===== src/verilog/rivm_pkg.sv =====
// Package: constants and carrier types for the reset and interrupt vector map
package rivm_pkg;

  // Widths: word address covers the largest variant's program memory
  localparam int unsigned ADDR_W = 13;
  localparam int unsigned VEC_W = 5;
  localparam int unsigned NUM_IRQ = 26;

  // Strap codes presented on the variant input
  localparam logic [1:0] VARIANT_SMALL_CODE = 2'h0;
  localparam logic [1:0] VARIANT_MID_CODE = 2'h1;
  localparam logic [1:0] VARIANT_LARGE_CODE = 2'h2;

  // Fuse polarity: a stored 0 means programmed
  localparam logic FUSE_PROGRAMMED = 1'h0;

  // Application start and the step between entries, as a shift of the table offset
  localparam logic [ADDR_W-1:0] APP_START_ADDR = 13'h0000;
  localparam int unsigned STEP_SHIFT_NARROW = 0;
  localparam int unsigned STEP_SHIFT_WIDE = 1;

  // Vector number of an entry is its table offset plus this
  localparam logic [VEC_W-1:0] VECNO_BIAS = 5'h01;

  // Table offsets, one entry per vector: one instruction word, two on the largest variant
  localparam logic [VEC_W-1:0] TBL_RESET = 5'h00;
  localparam logic [VEC_W-1:0] TBL_EXT_IRQ_ZERO = 5'h01;
  localparam logic [VEC_W-1:0] TBL_EXT_IRQ_ONE = 5'h02;
  localparam logic [VEC_W-1:0] TBL_PIN_CHANGE_GROUP_ZERO = 5'h03;
  localparam logic [VEC_W-1:0] TBL_PIN_CHANGE_GROUP_ONE = 5'h04;
  localparam logic [VEC_W-1:0] TBL_PIN_CHANGE_GROUP_TWO = 5'h05;
  localparam logic [VEC_W-1:0] TBL_WATCHDOG_TIMEOUT = 5'h06;
  localparam logic [VEC_W-1:0] TBL_TMR2_CMP_A = 5'h07;
  localparam logic [VEC_W-1:0] TBL_TMR2_CMP_B = 5'h08;
  localparam logic [VEC_W-1:0] TBL_TMR2_OVERFLOW = 5'h09;
  localparam logic [VEC_W-1:0] TBL_TMR1_CAPTURE = 5'h0a;
  localparam logic [VEC_W-1:0] TBL_TMR1_CMP_A = 5'h0b;
  localparam logic [VEC_W-1:0] TBL_TMR1_CMP_B = 5'h0c;
  localparam logic [VEC_W-1:0] TBL_TMR1_OVERFLOW = 5'h0d;
  localparam logic [VEC_W-1:0] TBL_TMR0_CMP_A = 5'h0e;
  localparam logic [VEC_W-1:0] TBL_TMR0_CMP_B = 5'h0f;
  localparam logic [VEC_W-1:0] TBL_TMR0_OVERFLOW = 5'h10;
  localparam logic [VEC_W-1:0] TBL_SERIAL_XFER_DONE = 5'h11;
  localparam logic [VEC_W-1:0] TBL_UART_RX_DONE = 5'h12;
  localparam logic [VEC_W-1:0] TBL_TX_BUFFER_EMPTY = 5'h13;
  localparam logic [VEC_W-1:0] TBL_UART_TX_DONE = 5'h14;
  localparam logic [VEC_W-1:0] TBL_CONVERSION_DONE = 5'h15;
  localparam logic [VEC_W-1:0] TBL_EEPROM_READY_EVENT = 5'h16;
  localparam logic [VEC_W-1:0] TBL_COMPARATOR_EVENT = 5'h17;
  localparam logic [VEC_W-1:0] TBL_TWO_WIRE_SERIAL_PORT = 5'h18;
  localparam logic [VEC_W-1:0] TBL_FLASH_SELF_WRITE_READY = 5'h19;
  localparam logic [VEC_W-1:0] TBL_UART_START_EDGE = 5'h1a;

  // Device variant after decoding the strap
  typedef enum logic [1:0] {
    RIVM_VAR_SMALL,
    RIVM_VAR_MID,
    RIVM_VAR_LARGE
  } rivm_variant_e;

  // Request lines; first field is the most significant bit, so bit 0 is ext_irq_zero
  typedef struct packed {
    logic uart_start_edge;
    logic flash_self_write_ready;
    logic two_wire_serial_port;
    logic comparator_event;
    logic eeprom_ready_event;
    logic conversion_done;
    logic uart_tx_done;
    logic tx_buffer_empty;
    logic uart_rx_done;
    logic serial_xfer_done;
    logic tmr0_overflow;
    logic tmr0_cmp_b;
    logic tmr0_cmp_a;
    logic tmr1_overflow;
    logic tmr1_cmp_b;
    logic tmr1_cmp_a;
    logic tmr1_capture;
    logic tmr2_overflow;
    logic tmr2_cmp_b;
    logic tmr2_cmp_a;
    logic watchdog_timeout;
    logic pin_change_group_two;
    logic pin_change_group_one;
    logic pin_change_group_zero;
    logic ext_irq_one;
    logic ext_irq_zero;
  } rivm_irq_req_s;

  // A vector handed to the fetch logic
  typedef struct packed {
    logic [VEC_W-1:0] vecno;
    logic [ADDR_W-1:0] addr;
  } rivm_vector_s;

endpackage


===== src/verilog/rivm_prio_enc.sv =====
// Fixed-priority encoder: lowest request index wins
`timescale 1ns/1ps
module rivm_prio_enc
  import rivm_pkg::*;
(
  input wire logic [NUM_IRQ-1:0] req_i,
  output logic valid_o,
  output logic [VEC_W-1:0] idx_o
);

  // Scan downward so the lowest set bit is the last one written
  always_comb begin
    valid_o = 1'b0;
    idx_o = '0;
    for (int i = NUM_IRQ - 1; i >= 0; i--) begin
      if (req_i[i]) begin
        valid_o = 1'b1;
        idx_o = VEC_W'(i);
      end
    end
  end

endmodule


===== src/verilog/rivm_addr_gen.sv =====
// Program address of a vector entry from its table offset, variant and base
`timescale 1ns/1ps
module rivm_addr_gen
  import rivm_pkg::*;
(
  input wire rivm_variant_e variant_i,
  input wire logic boot_sel_i,
  input wire logic [ADDR_W-1:0] boot_start_i,
  input wire logic [VEC_W-1:0] tbl_off_i,
  output logic [ADDR_W-1:0] addr_o
);

  // Entry spacing: two words on the largest variant, one otherwise
  function automatic logic [ADDR_W-1:0] entry_offset(input rivm_variant_e v,
                                                     input logic [VEC_W-1:0] off);
    logic [ADDR_W-1:0] wide;
    wide = ADDR_W'(off);
    if (v == RIVM_VAR_LARGE) begin
      entry_offset = wide << STEP_SHIFT_WIDE;
    end else begin
      entry_offset = wide << STEP_SHIFT_NARROW;
    end
  endfunction

  // The smallest part has no boot section, so its base never moves
  wire logic relocate = boot_sel_i && (variant_i != RIVM_VAR_SMALL);
  wire logic [ADDR_W-1:0] base = relocate ? boot_start_i : APP_START_ADDR;

  assign addr_o = ADDR_W'(base + entry_offset(variant_i, tbl_off_i));

endmodule


===== src/verilog/rivm_vector_map.sv =====
// Reset and interrupt vector map: picks, numbers and places every vector
//
// Contract
// Entry spans two words on largest variant
// Smallest variant never relocates reset or table
// Larger variants: fuse picks reset start address
// Larger variants: select bit picks table base
// All resets take vector 1 at 0x000
// External requests zero, one at 0x001, 0x002
// Pin-change groups at 0x003 through 0x005
// Watchdog timeout is vector 7 at 0x006
// Timer2 compare A, B, overflow at 0x007-0x009
// Timer1 capture, compare A, B, overflow 0x00A-0x00D
// Timer0 compare A, B, overflow at 0x00E-0x010
// Serial transfer complete at 0x011
// Uart receive, buffer empty, transmit 0x012-0x014
// Conversion, eeprom ready, comparator at 0x015-0x017
// Two-wire port 0x018, self-write ready 0x019
// Uart start edge is vector 27 at 0x01A
// Select bit set adds boot start to vectors
// Programmed fuse starts execution at boot address
// Fuse stored 1 unprogrammed, 0 programmed
// Lowest vector number pending is served first
`timescale 1ns/1ps
module rivm_vector_map
  import rivm_pkg::*;
(
  input wire logic CLK_I,
  input wire logic NRST_I,
  input wire logic CE_I,
  input wire logic [1:0] VARIANT_I,
  input wire logic BOOT_RESET_SELECT_FUSE_I,
  input wire logic [ADDR_W-1:0] BOOT_START_I,
  input wire logic VECTOR_TABLE_SELECT_I,
  input wire rivm_irq_req_s IRQ_REQ_I,
  input wire logic GLOBAL_IRQ_EN_I,
  input wire logic RESET_TAKEN_I,
  input wire logic IRQ_ACK_I,
  output logic RESET_VALID_O,
  output rivm_vector_s RESET_VECTOR_O,
  output logic IRQ_VALID_O,
  output rivm_vector_s IRQ_VECTOR_O,
  output logic [NUM_IRQ-1:0] IRQ_CLEAR_O,
  output logic [NUM_IRQ-1:0] PENDING_O,
  output logic BOOT_RESET_ACTIVE_O,
  output logic VECTORS_IN_BOOT_O
);

  typedef enum logic [1:0] {
    ST_CAPTURE,
    ST_RESET,
    ST_IDLE,
    ST_IRQ
  } rivm_state_e;

  // Table offset of each request line, indexed like the request struct
  localparam logic [VEC_W-1:0] IRQ_TBL [NUM_IRQ] = '{
    TBL_EXT_IRQ_ZERO,
    TBL_EXT_IRQ_ONE,
    TBL_PIN_CHANGE_GROUP_ZERO,
    TBL_PIN_CHANGE_GROUP_ONE,
    TBL_PIN_CHANGE_GROUP_TWO,
    TBL_WATCHDOG_TIMEOUT,
    TBL_TMR2_CMP_A,
    TBL_TMR2_CMP_B,
    TBL_TMR2_OVERFLOW,
    TBL_TMR1_CAPTURE,
    TBL_TMR1_CMP_A,
    TBL_TMR1_CMP_B,
    TBL_TMR1_OVERFLOW,
    TBL_TMR0_CMP_A,
    TBL_TMR0_CMP_B,
    TBL_TMR0_OVERFLOW,
    TBL_SERIAL_XFER_DONE,
    TBL_UART_RX_DONE,
    TBL_TX_BUFFER_EMPTY,
    TBL_UART_TX_DONE,
    TBL_CONVERSION_DONE,
    TBL_EEPROM_READY_EVENT,
    TBL_COMPARATOR_EVENT,
    TBL_TWO_WIRE_SERIAL_PORT,
    TBL_FLASH_SELF_WRITE_READY,
    TBL_UART_START_EDGE
  };

  // Strap decode; an unknown code is treated as the smallest, never relocating part
  function automatic rivm_variant_e decode_variant(input logic [1:0] code);
    if (code == VARIANT_LARGE_CODE) begin
      decode_variant = RIVM_VAR_LARGE;
    end else if (code == VARIANT_MID_CODE) begin
      decode_variant = RIVM_VAR_MID;
    end else begin
      decode_variant = RIVM_VAR_SMALL;
    end
  endfunction

  rivm_state_e state_reg;
  rivm_state_e state_next;
  rivm_variant_e variant_reg;
  logic fuse_prog_reg;
  logic [ADDR_W-1:0] boot_start_reg;
  logic [NUM_IRQ-1:0] pending_reg;
  logic [NUM_IRQ-1:0] pending_next;
  logic [VEC_W-1:0] sel_idx_reg;
  rivm_vector_s reset_vec_reg;
  rivm_vector_s irq_vec_reg;
  logic [NUM_IRQ-1:0] clear_onehot;

  wire logic [NUM_IRQ-1:0] req_flat = IRQ_REQ_I;
  wire logic win_valid;
  wire logic [VEC_W-1:0] win_idx;
  wire logic [VEC_W-1:0] win_tbl = IRQ_TBL[win_idx];
  wire logic [ADDR_W-1:0] win_addr;
  wire logic [ADDR_W-1:0] reset_addr;

  // Fuse polarity: only a stored 0 counts as programmed
  wire logic fuse_prog_now = (BOOT_RESET_SELECT_FUSE_I == FUSE_PROGRAMMED);
  wire rivm_variant_e variant_now = decode_variant(VARIANT_I);

  // Handshake terms
  wire logic reset_done = (state_reg == ST_RESET) && RESET_TAKEN_I;
  wire logic irq_done = (state_reg == ST_IRQ) && IRQ_ACK_I;
  wire logic irq_start = (state_reg == ST_IDLE) && GLOBAL_IRQ_EN_I && win_valid;

  // Lowest pending index wins
  rivm_prio_enc u_prio (
    .req_i(pending_reg),
    .valid_o(win_valid),
    .idx_o(win_idx)
  );

  // Reset start: every reset source lands on table offset zero, moved only by the fuse.
  // Fed from the live straps so the vector is right in the very cycle they are caught.
  rivm_addr_gen u_reset_addr (
    .variant_i(variant_now),
    .boot_sel_i(fuse_prog_now),
    .boot_start_i(BOOT_START_I),
    .tbl_off_i(TBL_RESET),
    .addr_o(reset_addr)
  );

  // Interrupt entry: base follows the live table-select bit
  rivm_addr_gen u_irq_addr (
    .variant_i(variant_reg),
    .boot_sel_i(VECTOR_TABLE_SELECT_I),
    .boot_start_i(boot_start_reg),
    .tbl_off_i(win_tbl),
    .addr_o(win_addr)
  );

  // One-hot clear for the source being acknowledged
  always_comb begin
    clear_onehot = '0;
    clear_onehot[sel_idx_reg] = 1'b1;
  end

  // Pending flags: a request arriving in the acknowledge cycle is kept, set beats clear
  always_comb begin
    pending_next = pending_reg;
    if (irq_done) begin
      pending_next = pending_next & ~clear_onehot;
    end
    pending_next = pending_next | req_flat;
  end

  // Sequencer: capture straps, hand out reset vector, then serve interrupts
  always_comb begin
    state_next = state_reg;
    case (state_reg)
      ST_CAPTURE: begin
        state_next = ST_RESET;
      end
      ST_RESET: begin
        if (reset_done) begin
          state_next = ST_IDLE;
        end
      end
      ST_IDLE: begin
        if (irq_start) begin
          state_next = ST_IRQ;
        end
      end
      ST_IRQ: begin
        if (irq_done) begin
          state_next = ST_IDLE;
        end
      end
      default: begin
        state_next = ST_CAPTURE;
      end
    endcase
  end

  // State register
  always_ff @(posedge CLK_I or negedge NRST_I) begin
    if (!NRST_I) begin
      state_reg <= ST_CAPTURE;
    end else if (CE_I) begin
      state_reg <= state_next;
    end
  end

  // Straps are caught after release, not under the asynchronous reset
  always_ff @(posedge CLK_I or negedge NRST_I) begin
    if (!NRST_I) begin
      variant_reg <= RIVM_VAR_SMALL;
      fuse_prog_reg <= 1'b0;
      boot_start_reg <= APP_START_ADDR;
    end else if (CE_I && (state_reg == ST_CAPTURE)) begin
      variant_reg <= variant_now;
      fuse_prog_reg <= fuse_prog_now;
      boot_start_reg <= BOOT_START_I;
    end
  end

  // Reset vector is caught together with the straps, then held for the whole offer
  always_ff @(posedge CLK_I or negedge NRST_I) begin
    if (!NRST_I) begin
      reset_vec_reg <= '0;
    end else if (CE_I && (state_reg == ST_CAPTURE)) begin
      reset_vec_reg.vecno <= VEC_W'(TBL_RESET + VECNO_BIAS);
      reset_vec_reg.addr <= reset_addr;
    end
  end

  // Pending flags
  always_ff @(posedge CLK_I or negedge NRST_I) begin
    if (!NRST_I) begin
      pending_reg <= '0;
    end else if (CE_I) begin
      pending_reg <= pending_next;
    end
  end

  // Winner is frozen while the core works on it, so later arrivals cannot swap it
  always_ff @(posedge CLK_I or negedge NRST_I) begin
    if (!NRST_I) begin
      sel_idx_reg <= '0;
      irq_vec_reg <= '0;
    end else if (CE_I && irq_start) begin
      sel_idx_reg <= win_idx;
      irq_vec_reg.vecno <= VEC_W'(win_tbl + VECNO_BIAS);
      irq_vec_reg.addr <= win_addr;
    end
  end

  // Outputs; the reset vector is only offered once it is registered
  assign RESET_VALID_O = (state_reg == ST_RESET);
  assign RESET_VECTOR_O = reset_vec_reg;
  assign IRQ_VALID_O = (state_reg == ST_IRQ);
  assign IRQ_VECTOR_O = irq_vec_reg;
  assign IRQ_CLEAR_O = (irq_done && CE_I) ? clear_onehot : '0;
  assign PENDING_O = pending_reg;
  assign BOOT_RESET_ACTIVE_O = fuse_prog_reg && (variant_reg != RIVM_VAR_SMALL);
  assign VECTORS_IN_BOOT_O = VECTOR_TABLE_SELECT_I && (variant_reg != RIVM_VAR_SMALL);

endmodule


===== config.mk =====
export PLATFORM = sky130hd
export DESIGN_NAME = rivm_vector_map
export DESIGN_NICKNAME = d
export VERILOG_FILES = /design/src/verilog/rivm_pkg.sv /design/src/verilog/rivm_prio_enc.sv /design/src/verilog/rivm_addr_gen.sv /design/src/verilog/rivm_vector_map.sv
export SDC_FILE = /design/constraint.sdc
export NUM_CORES = 1
export LEC_CHECK = 0
export BUFFER_PORTS_ARGS = -buffer_cell sky130_fd_sc_hd__buf_2
export CAP_MARGIN = 20
export CORE_MARGIN = 5
export CORE_UTILIZATION = 55
export CTS_CLUSTER_SIZE = 30
export DETAILED_ROUTE_END_ITERATION = 12
export HOLD_SLACK_MARGIN = 0.15
export PLACE_DENSITY = 0.95
export SYNTH_ARGS = -nofsm -noshare
export SYNTH_HDL_FRONTEND = slang
export SYNTH_SLANG_ARGS = --single-unit

===== constraint.sdc =====
create_clock -name CLK_I -period 10.25 [get_ports CLK_I]
set_input_delay 0.5125 -clock CLK_I [delete_from_list [all_inputs] [get_ports CLK_I]]
set_output_delay 0.5125 -clock CLK_I [all_outputs]
set_load 0.005 [all_outputs]

==> results.cfg <==
[die]
fp-row-count = 32
floorplan.initialDensity_pct = 55.7
die_area_sq_mm = 0.00961
die_w_microns = 98.0
die_h_microns = 98.0
ios = 141
core_area_sq_mm = 0.00765

[timing]
final.setup.tns_ns = 0
whs_ns = 0.354
drv_slew = 0
skew_ns = 0.00836
worst_slack_ns = 5.65
timing.fmax_mhz = 217
hold_violations = 0
relSlewSlack_pct = 40.2
fin_crit_sh_pct = 44.9
worst_pin_slew_ns = 0.894
period_needed_ns = 4.60
finalSetupViolations = 0
rsz0062_at_grt = no

[worst_setup_path]
slowest_stage = a211oi_1
worstPathArrival_ns = 4.87
r2r_start = PENDING_O[23]
end_kind = flop
cp_common_cell = a211oi_1
worstSetupPathType = reg -> reg
crit_start = PENDING_O[23]
critPathMaxFanout = 5
critPathMaxStageDelay_ns = 0.49
required_ns = 10.52
crit_chain = nor2_1, o31ai_1, a211oi_1, o311a_1, o311ai_0, a211oi_1, nor3_1, ha_1, nand2_1, o21ai_1, mux2_2, ha_1, nor2b_1, o21a_1, o21ai_0, a211oi_1, nand4_1, xor2_1, o31ai_1
cp-start-kind = flop

[global_routing]
grt_usage_pct = 24.1
antenna_found_initial = 0
grt_pass1_wl_mm = 19.1
grt_pass1_vias = 3949
grt_start_max_net_pins = 81
grt_overflow_total = 0

[detailed_routing]
drt-met1-wl_mm = 4.83
vias_per_cell = 5.49
met2_length_mm = 5.69
num_vias = 3906
dr_wl_met3_microns = 660
routedWlPerCell_microns = 16.1
drtPass1Iterations = 6
finalWirelength_mm = 11.5
drc = 0
ant_nets = 0
first_iter_violations = 160
routed.top_layer = met4

[layout]
fin_nets = 665
drive_gt1_share_pct = 31.9
area.growth.synth_to_final_pct = 22.6
diodes = 0
final_area_sq_mm = 0.00523
fill_cells = 594
final_util_pct = 68.4
largest_reg_flops = 26

[power_and_ir_drop]
p_leak_nw = 2.45
power_density_mw_per_mm2 = 171
netSwitchingFraction_pct = 32.3
peakVddDrop_uv = 103
power.internal_w = 0.000605
p_seq_share_pct = 47.8
power_frac_clock_pct = 27.1
power.net_switching_w = 0.000288
p_comb_share_pct = 25.1

[yosys]
ys_seq_area_share_pct = 47.0
synth_enable_flop_cells = 0
netlist_area_sq_mm = 0.00426
synth.distinct_cells = 54
syn_inst = 473
synth_top_area_cell = dfrtp_1
async_flop_share_pct = 100
yosysTopAreaCellShare_pct = 47.0
synth_seq_cells = 80
yosys_warnings = 0
syn_area_per_cell_sq_um = 9.01
synthFlopType = dfrtp_1
netlist_top_cells_area = dfrtp_1 47%, nand2_1 9.2%, o21ai_0 6.7%

[placed_design]
pre_cts_ws_ns = 5.84
numPortBuffers = 136
place.gp.congestion = 0.868
post_dp_cell_area_sq_mm = 0.00499
dp.final_hpwl_mm = 8.58

[clock_tree]
clockRootBuffer = clkbuf_8
cts.clk_slew.worst_paths_ns = 0.09
numCtsBuffers = 9
htreeDepth = 3
worstSkewPairLatency_ns = 0.36
cts_tree = done
numClockSinks = 80
clk_path_buf_depth = 2

[worst_hold_path]
hold_start = IRQ_REQ_I[2]
hold_class = in -> reg

[run]
maxCapViolations = 0

[outcome]
run_status = finished clean
## critical path, delay by kind of cell, from the launching register on
kind	cells	cell delay, ns
compound gates	10	2.16
xor+xnor	1	0.17
fa+ha+maj	2	0.66
flops	1	0.42
mux	1	0.31
simple gates	5	0.76
## layout make-up
class | instances | area (sq um) | share of cell area [%]
Clock inverter | 7 | 78.8 | 1.51
Tap cell | 102 | 128 | 2.44
Clock buffer | 9 | 124 | 2.37
Timing Repair Buffer | 140 | 736 | 14.1
Inverter | 19 | 71.3 | 1.36
Multi-Input combinational cell | 354 | 2090 | 39.9
Sequential cell | 80 | 2000 | 38.3
## cells in the final DEF (no fill, tap or decap), types with 3 or more instances in the layout
| cell | count |
|---|---|
| dfrtp_1 | 80 |
| or3_1 | 3 |
| o21a_1 | 3 |
| xor2_1 | 5 |
| ha_1 | 11 |
| clkbuf_8 | 9 |
| nand3b_1 | 3 |
| nand2b_1 | 5 |
| nand4_1 | 3 |
| buf_2 | 135 |
| conb_1 | 4 |
| nand2_1 | 104 |
| o21ai_1 | 5 |
| nor2b_1 | 5 |
| nor2_1 | 50 |
| inv_1 | 19 |
| and2_1 | 8 |
| o21ai_0 | 57 |
| nor3_1 | 5 |
| xnor2_1 | 7 |
| or4_4 | 4 |
| a211oi_1 | 3 |
| nand3_1 | 3 |
| mux2_2 | 21 |
| buf_4 | 3 |
| o31ai_1 | 4 |
| inv_6 | 3 |
| clkinvlp_4 | 3 |
| nor4_1 | 4 |
| a21oi_1 | 5 |
## cell usage after synthesis, types with 3 or more instances
master,number
o21ai_1,5
buf_2,3
or4_4,4
ha_1,11
clkbuf_1,13
dfrtp_1,80
o21ai_0,57
nand3b_1,3
mux2_2,21
xnor2_1,7
xor2_1,5
nand3_1,3
nand2_1,104
buf_4,6
nor4_1,4
nand4_1,3
nor2_1,50
o31ai_1,4
a21oi_1,5
o21a_1,3
inv_1,19
or3_1,3
nand2b_1,5
and2_1,8
a211oi_1,3
nor3_1,5
nor2b_1,5
## metal layers
metal	GRT usage [%]	up-vias
li1	-	1868
met1	30.7	1881
met2	39.9	130
met3	5.00	27
met4	10.0	0
met5	0	-
## cells by family (layout without fill, tap and decap cells)
family | Yosys count | after routing | share of synthesized area, %
AOI/OAI and AO/OA | 100 | 100 | 15.1
xor gates and xnor gates | 12 | 12 | 2.47
buffers and inverters | 42 | 175 | 4.31
adders and majority gates | 12 | 12 | 3.70
other | 1 | 4 | 0.0880
DFF | 80 | 80 | 47.0
and+or+nand+nor | 203 | 203 | 21.3
muxes | 23 | 23 | 6.02
## power groups by stage
stage | combinational [W] | clock, W | sequential, W
floorplan | 0.000139 | 0 | 0.000424
global route | 0.000256 | 0.000259 | 0.000437
finish | 0.000225 | 0.000242 | 0.000427
CTS | 0.000225 | 0.000244 | 0.000428
global placement | 0.000212 | 0 | 0.000429
detailed placement | 0.000224 | 0 | 0.000434
## per-stage QoR
| stage | power, W | cells |
|---|---|---|
| final | 0.000894 | 711 |
| after global routing | 0.000952 | 711 |
| after CTS | 0.000896 | 709 |
| after detailed placement | 0.000658 | 693 |
| after global placement | 0.000641 | 693 |
| after floorplan | 0.000563 | 476 |
## worst paths after layout
| check | end | slack, ns | cells past startpoint |
|---|---|---|---|
| setup / recovery | IRQ_VECTOR_O[12] | 5.65 | 19 |
| hold / removal | PENDING_O[2] | 0.35 | 3 |
| setup reg to reg | IRQ_VECTOR_O[12] | 5.65 | 19 |
| hold reg to reg | IRQ_VECTOR_O[1] | 0.49 | 2 |
| max in group asynchronous | PENDING_O[12] | 9.12 | 3 |
| min in group asynchronous | PENDING_O[3] | 0.54 | 2 |
## what timing repair did
item,4_1_cts,5_1_grt
buffers inserted,0,0
endpoints found under the hold margin,0,10
hold buffers,0,1
gates resized for setup,0,0
(Power assumes the default switching activity.)
